$ cat config.mk
export PLATFORM = sky130hd
export DESIGN_NAME = bvs_stepper
export DESIGN_NICKNAME = d
export VERILOG_FILES = /design/src/pkg/bvs_pkg.sv /design/src/hdl/bvs_pulse_div.sv /design/src/hdl/bvs_gain_ctr.sv /design/src/hdl/bvs_stepper.sv
export SDC_FILE = /design/constraint.sdc
export NUM_CORES = 1
export LEC_CHECK = 0
export ABC_AREA = 1
export ABC_CLOCK_PERIOD_IN_PS = 3200
export BUFFER_PORTS_ARGS = -buffer_cell sky130_fd_sc_hd__buf_2
export CAP_MARGIN = 20
export CORE_ASPECT_RATIO = 1.4
export CORE_MARGIN = 2
export CORE_UTILIZATION = 32
export CTS_BUF_LIST = sky130_fd_sc_hd__clkbuf_2
export CTS_CLUSTER_SIZE = 16
export DETAILED_ROUTE_END_ITERATION = 7
export PLACE_DENSITY = 0.49
export SYNTH_ARGS = -nofsm -noshare
export SYNTH_HDL_FRONTEND = slang
export SYNTH_SLANG_ARGS = --single-unit
$ cat constraint.sdc
create_clock -name mclk_i -period 3.2 [get_ports mclk_i]
set_input_delay 0.48 -clock mclk_i [delete_from_list [all_inputs] [get_ports mclk_i]]
set_output_delay 0.48 -clock mclk_i [all_outputs]
set_load 0.05 [all_outputs]
$ cat src/pkg/bvs_pkg.sv
// Function
// RQ1: tick is oscillator divided by two to thirteen
// RQ2: tick near 33 Hz, period near 30 ms; the 250 kHz OSC_HZ gives about 30.5 Hz, 32.8 ms
// RQ3: held 3.5 ticks gives first step
// RQ4: second step after further 9.5 ticks
// RQ5: then one step every 2 ticks
// RQ6: short pulse one step, hold ramps
// RQ7: both inputs high, gain unchanged
// RQ8: 64 steps, lowest to highest gain
// RQ9: power-up or volume reset loads step 13
// RQ10: mute keeps stored gain step
// RQ11: mute low disables outputs at once
// RQ12: undriven mute reads high, outputs enabled
// RQ13: power down low turns bias, outputs off
// RQ14: host must drive power down high
// RQ15: gain saturates at both ends
// RQ16: both low, no step, timing restarts
//
// package of constants for the button volume stepper.
// assumes a 40 MHz mclk_i; all pins are synchronous to it.
package bvs_pkg;

   // =====================================================
   // clock and tick time base
   localparam int MCLK_HZ = 40_000_000;
   localparam int OSC_HZ = 250_000;
   localparam int CLK_PER_OSC = MCLK_HZ / OSC_HZ;
   localparam int TICK_DIV_LOG2 = 13;
   localparam int OSC_PER_TICK = 2 ** TICK_DIV_LOG2;
   // hold timing is counted in half ticks so 3.5 and 9.5 stay whole
   localparam int OSC_PER_HALF_TICK = OSC_PER_TICK / 2;
   localparam int TICK_HZ_NOM = 33;
   localparam int TICK_PERIOD_MS_NOM = 30;

   // =====================================================
   // hold-to-repeat delays, in half ticks
   localparam int HOLD_W = 5;
   localparam logic [HOLD_W-1:0] FIRST_HALVES = 5'h07;
   localparam logic [HOLD_W-1:0] SECOND_HALVES = 5'h13;
   localparam logic [HOLD_W-1:0] REPEAT_HALVES = 5'h04;

   // =====================================================
   // gain step encoding: index 0 is step 1, index 63 is step 64
   localparam int STEP_COUNT = 64;
   localparam int STEP_W = 6;
   localparam logic [STEP_W-1:0] STEP_MIN = 6'h00;
   localparam logic [STEP_W-1:0] STEP_MAX = 6'h3F;
   localparam logic [STEP_W-1:0] STEP_RESET = 6'h0C;
   // -75.0 dB in tenths needs eleven signed bits
   localparam int GAIN_W = 11;

   // =====================================================
   // hold sequencer states
   typedef enum logic [1:0] {
      BVS_IDLE = 2'b00,
      BVS_FIRST = 2'b01,
      BVS_SECOND = 2'b10,
      BVS_REPEAT = 2'b11
   } bvs_hold_e;

endpackage

$ cat src/hdl/bvs_pulse_div.sv
// one-cycle enable divider: pulses once every DIV enabled cycles.
// assumes a single clock and a synchronous active-high reset.
module bvs_pulse_div #(
   parameter int DIV = 2
) (
   input wire logic mclk_i,
   input wire logic rst_i,
   input wire logic en_i,
   output logic pulse_o
);
   localparam int CW = $clog2(DIV) + 1;
   localparam logic [CW-1:0] LAST = CW'(DIV - 1);

   logic [CW-1:0] cnt_q;

   // =====================================================
   // counter and pulse
   always_ff @(posedge mclk_i) begin
      if (rst_i) begin
         cnt_q <= '0;
         pulse_o <= 1'b0;
      end else begin
         pulse_o <= 1'b0;
         if (en_i) begin
            if (cnt_q == LAST) begin
               cnt_q <= '0;
               pulse_o <= 1'b1;
            end else begin
               cnt_q <= cnt_q + 1'b1;
            end
         end
      end
   end
endmodule

$ cat src/hdl/bvs_gain_ctr.sv
// saturating 64-entry gain step counter with default load.
// assumes step pulses are one cycle and never both high.
module bvs_gain_ctr (
   input wire logic mclk_i,
   input wire logic rst_i,
   input wire logic load_i,
   input wire logic up_i,
   input wire logic down_i,
   output logic [bvs_pkg::STEP_W-1:0] step_o
);
   // =====================================================
   // load wins over stepping; ends clamp instead of wrapping
   always_ff @(posedge mclk_i) begin
      if (rst_i || load_i) begin
         step_o <= bvs_pkg::STEP_RESET; // RQ9
      end else if (up_i && step_o != bvs_pkg::STEP_MAX) begin
         step_o <= step_o + 1'b1; // RQ15
      end else if (down_i && step_o != bvs_pkg::STEP_MIN) begin
         step_o <= step_o - 1'b1; // RQ15
      end
   end
endmodule

$ cat src/hdl/bvs_stepper.sv
// top of the button volume stepper: tick divider, hold sequencer,
// gain step store with dB lookup, mute and power-down output control.
// assumes all pins synchronous to mclk_i; pull resistors live at the pad.
module bvs_stepper #(
   parameter int CLK_PER_OSC = bvs_pkg::CLK_PER_OSC,
   parameter int OSC_PER_HALF_TICK = bvs_pkg::OSC_PER_HALF_TICK
) (
   input wire logic mclk_i,
   input wire logic rst_i,
   input wire logic volume_raise_n_i,
   input wire logic volume_lower_n_i,
   input wire logic volume_reset_n_i,
   input wire logic mute_n_i,
   input wire logic power_down_n_i,
   output logic [bvs_pkg::STEP_W-1:0] gain_step_o,
   output logic signed [bvs_pkg::GAIN_W-1:0] gain_db_x10_o,
   output logic outputs_enable_o,
   output logic bias_enable_o,
   output logic half_tick_o
);
   // gain per step in tenths of a dB, index 0 is step 1
   localparam logic signed [bvs_pkg::GAIN_W-1:0] GAIN_TBL [0:63] = '{
      -11'sd750, -11'sd397, -11'sd340, -11'sd282, -11'sd224, -11'sd165, -11'sd105, -11'sd80,
      -11'sd55, -11'sd29, -11'sd4, 11'sd11, 11'sd26, 11'sd36, 11'sd40, 11'sd44,
      11'sd48, 11'sd51, 11'sd55, 11'sd59, 11'sd63, 11'sd67, 11'sd71, 11'sd75,
      11'sd79, 11'sd83, 11'sd87, 11'sd91, 11'sd96, 11'sd100, 11'sd104, 11'sd107,
      11'sd112, 11'sd116, 11'sd120, 11'sd123, 11'sd127, 11'sd132, 11'sd136, 11'sd140,
      11'sd144, 11'sd148, 11'sd152, 11'sd156, 11'sd160, 11'sd164, 11'sd168, 11'sd172,
      11'sd176, 11'sd180, 11'sd184, 11'sd188, 11'sd192, 11'sd196, 11'sd200, 11'sd204,
      11'sd209, 11'sd213, 11'sd217, 11'sd221, 11'sd225, 11'sd229, 11'sd234, 11'sd238
   }; // RQ8

   logic osc_en;
   logic half_tick;
   logic raise_act;
   logic lower_act;
   logic single_act;
   bvs_pkg::bvs_hold_e state_q;
   logic [bvs_pkg::HOLD_W-1:0] hold_cnt_q;
   logic dir_up_q;
   logic step_up_q;
   logic step_dn_q;
   logic [bvs_pkg::HOLD_W-1:0] target;
   logic [bvs_pkg::STEP_W-1:0] step;

   // =====================================================
   // time base: mclk -> oscillator rate -> half tick
   bvs_pulse_div #(.DIV(CLK_PER_OSC)) u_osc_div (
      .mclk_i(mclk_i),
      .rst_i(rst_i),
      .en_i(1'b1),
      .pulse_o(osc_en)
   );

   // two half ticks make one tick of oscillator / 2^13
   bvs_pulse_div #(.DIV(OSC_PER_HALF_TICK)) u_tick_div (
      .mclk_i(mclk_i),
      .rst_i(rst_i),
      .en_i(osc_en),
      .pulse_o(half_tick)
   ); // RQ1 RQ2

   // =====================================================
   // button decode: exactly one low input counts as a press
   assign raise_act = ~volume_raise_n_i;
   assign lower_act = ~volume_lower_n_i;
   assign single_act = raise_act ^ lower_act; // RQ7 RQ16

   // delay to wait for in the current phase
   always_comb begin
      case (state_q)
         bvs_pkg::BVS_FIRST: target = bvs_pkg::FIRST_HALVES; // RQ3
         bvs_pkg::BVS_SECOND: target = bvs_pkg::SECOND_HALVES; // RQ4
         bvs_pkg::BVS_REPEAT: target = bvs_pkg::REPEAT_HALVES; // RQ5
         default: target = bvs_pkg::FIRST_HALVES;
      endcase
   end

   // =====================================================
   // hold sequencer; a release, a double press or a direction flip
   // restarts from the first delay so a short pulse steps only once
   always_ff @(posedge mclk_i) begin
      if (rst_i || !single_act || !power_down_n_i) begin
         state_q <= bvs_pkg::BVS_IDLE; // RQ16
         hold_cnt_q <= '0;
         dir_up_q <= 1'b0;
      end else if (state_q == bvs_pkg::BVS_IDLE || dir_up_q != raise_act) begin
         state_q <= bvs_pkg::BVS_FIRST; // RQ6
         hold_cnt_q <= '0;
         dir_up_q <= raise_act;
      end else if (half_tick) begin
         if (hold_cnt_q + 1'b1 == target) begin
            hold_cnt_q <= '0;
            case (state_q)
               bvs_pkg::BVS_FIRST: state_q <= bvs_pkg::BVS_SECOND; // RQ4
               bvs_pkg::BVS_SECOND: state_q <= bvs_pkg::BVS_REPEAT; // RQ5
               bvs_pkg::BVS_REPEAT: state_q <= bvs_pkg::BVS_REPEAT;
               default: state_q <= bvs_pkg::BVS_IDLE;
            endcase
         end else begin
            hold_cnt_q <= hold_cnt_q + 1'b1;
         end
      end
   end

   // step pulses, same cycle as each phase completion
   always_ff @(posedge mclk_i) begin
      if (rst_i) begin
         step_up_q <= 1'b0;
         step_dn_q <= 1'b0;
      end else begin
         step_up_q <= 1'b0;
         step_dn_q <= 1'b0;
         if (single_act && power_down_n_i && state_q != bvs_pkg::BVS_IDLE && dir_up_q == raise_act &&
             half_tick && hold_cnt_q + 1'b1 == target) begin
            step_up_q <= dir_up_q; // RQ3 RQ6
            step_dn_q <= ~dir_up_q;
         end
      end
   end

   // =====================================================
   // gain store; mute never touches it so unmute restores the level
   bvs_gain_ctr u_gain (
      .mclk_i(mclk_i),
      .rst_i(rst_i),
      .load_i(~volume_reset_n_i), // RQ9
      .up_i(step_up_q),
      .down_i(step_dn_q),
      .step_o(step)
   ); // RQ10 RQ15

   // =====================================================
   // registered outputs; mute is a hard gate with no fade
   always_ff @(posedge mclk_i) begin
      if (rst_i) begin
         gain_step_o <= bvs_pkg::STEP_RESET;
         gain_db_x10_o <= GAIN_TBL[bvs_pkg::STEP_RESET];
         outputs_enable_o <= 1'b0;
         bias_enable_o <= 1'b0;
         half_tick_o <= 1'b0;
      end else begin
         gain_step_o <= step; // RQ10
         gain_db_x10_o <= GAIN_TBL[step]; // RQ8
         // pad pull-up makes a floating mute read high
         outputs_enable_o <= mute_n_i & power_down_n_i; // RQ11 RQ12 RQ13
         bias_enable_o <= power_down_n_i; // RQ13 RQ14
         half_tick_o <= half_tick;
      end
   end
endmodule

; ---- Word level (Yosys, flattened, before mapping)
; Memories as Yosys holds them, arrays and structs flattened. A register that Yosys moved wholly into a read port is not among the register bits.
; Cells that the tools add are included.
[totals]
ff_bits = 49
mem_bits_ro = 704
input_bits = 7
output_inout_bits = 20
elab_cells = 76
mem_count = 1
[memory_table]
columns = memory, words, word_bits, rd, rd_ports_with_merged_regs, wr, line
row1 = (name not given), 64, 11, 1, 1, 0, bvs_stepper.sv:144  ; gain_db_x10_o <= GAIN_TBL[step];
[classes]
addsub = 5
n_eq_ne = 9
mux = 11
bitwise = 9
reduce_logical = 26
[op_table]
columns = cell, n
row1 = "13-bit by 1-bit adder with 13-bit output, second input constant", 1
row2 = "13-bit by 12-bit == test with 1-bit output, second input constant", 1
row3 = 13-bit two-way mux, 1
row4 = 6-bit two-way mux, 2
row5 = 5-bit one-hot mux with 2 select lines, 1
row6 = 2-bit OR reduction, 5
row7 = "9-bit by 1-bit adder with 9-bit output, second input constant", 1
row8 = "9-bit by 8-bit == test with 1-bit output, second input constant", 1
row9 = 2-bit nonzero test, 4
row10 = 1-bit logical AND, 7
row11 = 6-bit inverter with 7-bit output, 1
row12 = "6-bit by 1-bit adder with 6-bit output, second input constant", 1
row13 = "6-bit inequality test, second input constant", 1
row14 = 1-bit inverter, 6
row15 = 6-bit nonzero test, 1
row16 = "6-bit by 1-bit subtractor with 6-bit output, second input constant", 1
row17 = "5-bit by 1-bit adder with 5-bit output, second input constant", 1
row18 = 5-bit == test, 1
row19 = 1-bit two-way mux, 5
row20 = 5-bit two-way mux, 1
row21 = "2-bit == test, second input constant", 2
row22 = 1-bit logical OR, 4
row23 = 2-bit one-hot mux with 2 select lines, 1
row24 = 2-bit AND reduction, 2
row25 = 7 further kinds, 8

; ---- Longest topological paths before layout
[logic_depth]
word_depth = 9
ltp_mapped = 13
mapped_depth_nobuf = 13

; ---- Cells and area by module
; From an unflattened synthesis, not the netlist that was laid out.
[unflattened]
hier_cells = 460
area_unflattened_um2 = 3328.2
[by_module_without_submodules]
columns = mod, instances, cells_per_inst, area_each_um2, seq_area_each_um2
row1 = bvs_stepper, 1, 229, 1667.8, 600.6
row2 = bvs_pulse_div (u_tick_div), 1, 99, 721.9, 280.3
row3 = bvs_pulse_div (u_osc_div), 1, 67, 490.5, 200.2
row4 = bvs_gain_ctr, 1, 65, 447.9, 120.1

; ---- Worst setup path before layout
; No wires, ideal clock.
[synth_timing]
path_kind = register to register
from = reg u_gain.step_o[0] (netlist bit)
to = reg u_gain.step_o[5] (netlist bit)
setup_time_ps = 115
t_arrival_ps = 1923
required_time_ps = 3085
path_slack_ps = 1162
stages_incl_launch_ff = 11
path_cell_list = dfxtp_1 > ha_1 > nand2_1 > o21ai_2 > ha_1 > a21oi_1 > o21ai_0 > nor2_1 > nand2_1 > a21oi_1 > nor2_1
[synth_via]
elab_chain_cells = 3
[synth_rtl]
columns = element, line
row1 = "start, declared", bvs_gain_ctr.sv:9  ; output logic [bvs_pkg::STEP_W-1:0] step_o
row2 = "start signal, assigned", bvs_gain_ctr.sv:15  ; step_o <= bvs_pkg::STEP_RESET;
row3 = "start signal, assigned", bvs_gain_ctr.sv:17  ; step_o <= step_o + 1'b1;
row4 = "start signal, assigned", bvs_gain_ctr.sv:19  ; step_o <= step_o - 1'b1;
row5 = 6-bit by 1-bit subtractor with 6-bit output (tied with other cells), bvs_gain_ctr.sv:19
row6 = 6-bit two-way mux (tied with other cells), bvs_gain_ctr.sv:18  ; end else if (down_i && step_o != bvs_pkg::STEP_MIN) begin
row7 = 6-bit two-way mux / 2-bit nonzero test (equally long branches), n/a
; Several ways; a longest one is shown, not always the timed one. The select of a mux whose other input is x is not followed.
; A chain may end at the register's enable or synchronous reset.

; ---- Worst setup path after layout
[layout_timing]
from = reg u_gain.step_o[4] (netlist bit)
to = reg u_gain.step_o[5] (netlist bit)
; Same word-level chain as after synthesis.

==> reports/results.tsv <==
metric	value	unit
Fillers	1052	
Hold Crit Depth	2	
Least-Margin Pin Slew	0.6169	ns
Synth Area in Compound Gates	12.30	%
worst r2r src	u_gain.step_o[4]	
post-layout util	36.41	%
Buf+Inv Stages, Crit Path	0	
Antenna Nets Post-Route	0	
reg2reg path depth	9	
syn nets	455	
register area share after synthesis	38.32	%
Core Region	0.009512	mm^2
most common cell after layout, fill and taps aside	nand2_1	
Synth Area in Simple Gates	31.74	%
largest family of logic cells by synthesized area	simple AND/OR/NAND/NOR gates	
post-synth cell types	40	
commonest cells after routing, fill and taps aside	nand2_1 (91), dfxtp_1 (60), inv_1 (53)	
cell area after synthesis	0.003134	mm^2
Leak	1.598	nW
Synth Warn #	0	
reg-to-reg slack, setup	0.85	ns
DR iter-0 viols	121	
CTS buffer count	9	
Max clock buf depth	2	
Max VDD drop	0.1813	mV
Max Cap Violations	0	
post-synthesis register bit count	60	
Comb pwr share	3.1	%
clk root buf	clkbuf_2	
crit path kind	reg2reg	
GPL Wtd Cong	0.8918	
DR vias	2841	
Worst Setup End Kind	register	
post-synth top area cell	dfxtp_1	
post-synthesis adder-cell area fraction	7.026	%
worst hold endpoint	dir_up_q	
area of the multi-input gates	0.001679	mm^2
Largest delay share family, worst path	compound AO/OA/AOI/OAI gates	
Worst Skew	0.01776	ns
TritonRoute pass-1 iters	7	
Die W	87.64	um
initial antenna violation count	0	
Layout area overhead	10.50	%
final setup fails	0	
Final WS setup	0.8494	ns
routed wire length	6986	um
via/cell ratio	4.767	
GR Util All Layers	14.50	%
TritonCTS clock tree	yes	
post-route cell area	0.003463	mm^2
WL/cell	11.72	um
Initial Utilization	32.95	%
Port Buffers	26	
Worst slew margin	58.83	%
Tmin final	2.351	ns
register area	0.001201	mm^2
dpl cell area	0.003393	mm^2
clk slew on worst S/H paths	0.17	ns
RSZ-0062 raised after global routing	false	
CP max stage delay	0.65	ns
NumNets Final	484	
IO Pins	27	
top post-synthesis cells by area	dfxtp_1 (38%), nand2_1 (11%), ha_1 (6.4%)	
Critical Path RT	3.59	ns
pin count of the biggest net entering global routing	20	
Die ar.	0.01061	mm^2
final hold slack	0.1855	ns
Worst setup SP type	register	
Synth top area share	38.32	%
Max Fclk	425.4	MHz
cts hold-fix bufs	0	
CP cell instances	nand2_1 > o21ai_2 > ha_1 > a21oi_1 > o21ai_0 > nor2_1 > nand2_1 > a21oi_1 > nor2_1	
Clk network pwr share	30.9	%
vias in the first global route	2750	
status	completed	
Reg power frac	66.0	%
power per cell area	330.8	mW/mm^2
Hold Fails Final Rpt	0	
Hold Crit Start	volume_raise_n_i	
reg2reg end	u_gain.step_o[5]	
XOR/XNOR share of the synthesized area	2.515	%
CTS sink count	60	
DP Wirelength	5216	um
sw frac	25.52	%
setup_tns	0	ns
synthesized area per cell	7.272	um^2
crit-path max FO	12	
fin. max-slew vios	0	
ANT cells	0	
global-route wire length before repair	12030	um
setup bufs post-CTS	0	
# DRC	0	
Pint	0.8534	mW
H-tree Lvls	3	
Mapped Cells	431	
Psw	0.2924	mW
Crit-path slowest cell	dfxtp_1	
CP Data Arrival Time	2.74	ns
Worst Setup Slack post-DPL	0.8702	ns
multiplexer share of the synthesized area	0	%
Die Ht	121.1	um
clk_lat worst skew	0.48	ns
layout cells sized above 1	13.36	%
Post-CTS Resized	0	
Hold Path Class	in2reg	
Final period util	73.46	%
Congestion Overflow GR	0	
row count	42	
cell families (layout without fill, tap and decap cells):
group / count (synthesis) / count (layout)
buffers and inverters: 64 / 97
adder cells (fa/ha/maj): 17 / 17
flip-flops: 60 / 60
XOR/XNOR: 9 / 9
AND/OR/NAND/NOR: 216 / 216
AO/OA/AOI/OAI: 65 / 65
worst max path at each step:
stage                        to        startpoint  depth (start not counted)
6_report       u_gain.step_o[5]  u_gain.step_o[4]                          9
4_1_cts        u_gain.step_o[5]  u_gain.step_o[4]                          9
3_3_place_gp   u_gain.step_o[5]  u_gain.step_o[2]                         10
5_1_grt        u_gain.step_o[5]  u_gain.step_o[2]                         11
2_1_floorplan  u_gain.step_o[5]  u_gain.step_o[0]                         10
3_5_place_dp   u_gain.step_o[5]  u_gain.step_o[2]                         10
flip-flops by register name (all words and copies together), names as in the netlist:
signal	flops
u_osc_div.cnt_q	9
u_tick_div.cnt_q	13
u_gain.step_o	6
bias_enable_o	1
u_tick_div.pulse_o	1
step_dn_q	1
state_q	2
outputs_enable_o	1
u_osc_div.pulse_o	1
gain_db_x10_o	11
dir_up_q	1
step_up_q	1
hold_cnt_q	5
half_tick_o	1
gain_step_o	6
power by group through the flow:
| stage | registers (mW) | logic, mW | clock network [mW] |
|---|---|---|---|
| final | 0.756 | 0.0354 | 0.354 |
| after floorplan | 0.776 | 0.0207 | 0 |
| after CTS | 0.756 | 0.0366 | 0.380 |
| after global routing | 0.757 | 0.0416 | 0.412 |
| after global placement | 0.772 | 0.0366 | 0 |
| after detailed placement | 0.772 | 0.0365 | 0 |
cells in the mapped netlist:
cell / instances
o21ai_1: 1
nor2_8: 1
clkbuf_2: 1
a21oi_1: 22
buf_2: 7
and2_1: 1
nand3_2: 2
fa_1: 1
nor3_4: 1
o2111ai_1: 1
a211oi_1: 1
nor2_2: 2
or2_2: 5
nand2_1: 91
o31ai_1: 1
xor2_1: 7
buf_1: 1
a21oi_2: 1
nand2_4: 2
nor3b_1: 2
o21ai_0: 23
nor3_1: 8
nand2_2: 3
o21ai_4: 1
o21ai_2: 1
nand3_1: 34
inv_1: 53
inv_2: 1
xnor2_1: 2
nand2b_1: 1
dfxtp_1: 60
buf_4: 1
a21o_2: 1
o221ai_1: 2
ha_1: 16
nor2_4: 2
o211ai_1: 7
nor2_1: 52
a31oi_1: 3
nand4_1: 9
stage by stage:
stage | power, mW | std cells
after global routing | 1.211 | 596
after global placement | 0.8083 | 581
after floorplan | 0.7962 | 431
after detailed placement | 0.8084 | 581
after CTS | 1.173 | 596
final | 1.146 | 596
cell type report:
type | instances | share of cell area, %
Multi-Input combinational cell | 307 | 48.48
Inverter | 54 | 5.853
Tap cell | 132 | 4.769
Clock buffer | 10 | 1.445
Sequential cell | 60 | 34.68
Timing Repair Buffer | 28 | 4.191
Clock inverter | 5 | 0.5780
metal layers:
layer	vias up	track usage, %	routed length [um]
met5	-	0	0
met4	0	9.231	180
met3	19	3.401	308
met2	78	23.63	3487
met1	1279	16.72	3009
li1	1465	-	-
worst register-to-register path, stage by stage (launching register included):
cell     delay [ns]
dfxtp_1        0.65
nand2_1        0.20
o21ai_2        0.37
ha_1           0.35
a21oi_1        0.23
o21ai_0        0.10
nor2_1         0.10
nand2_1        0.07
a21oi_1        0.12
nor2_1         0.05
(Power assumes the default switching activity.)
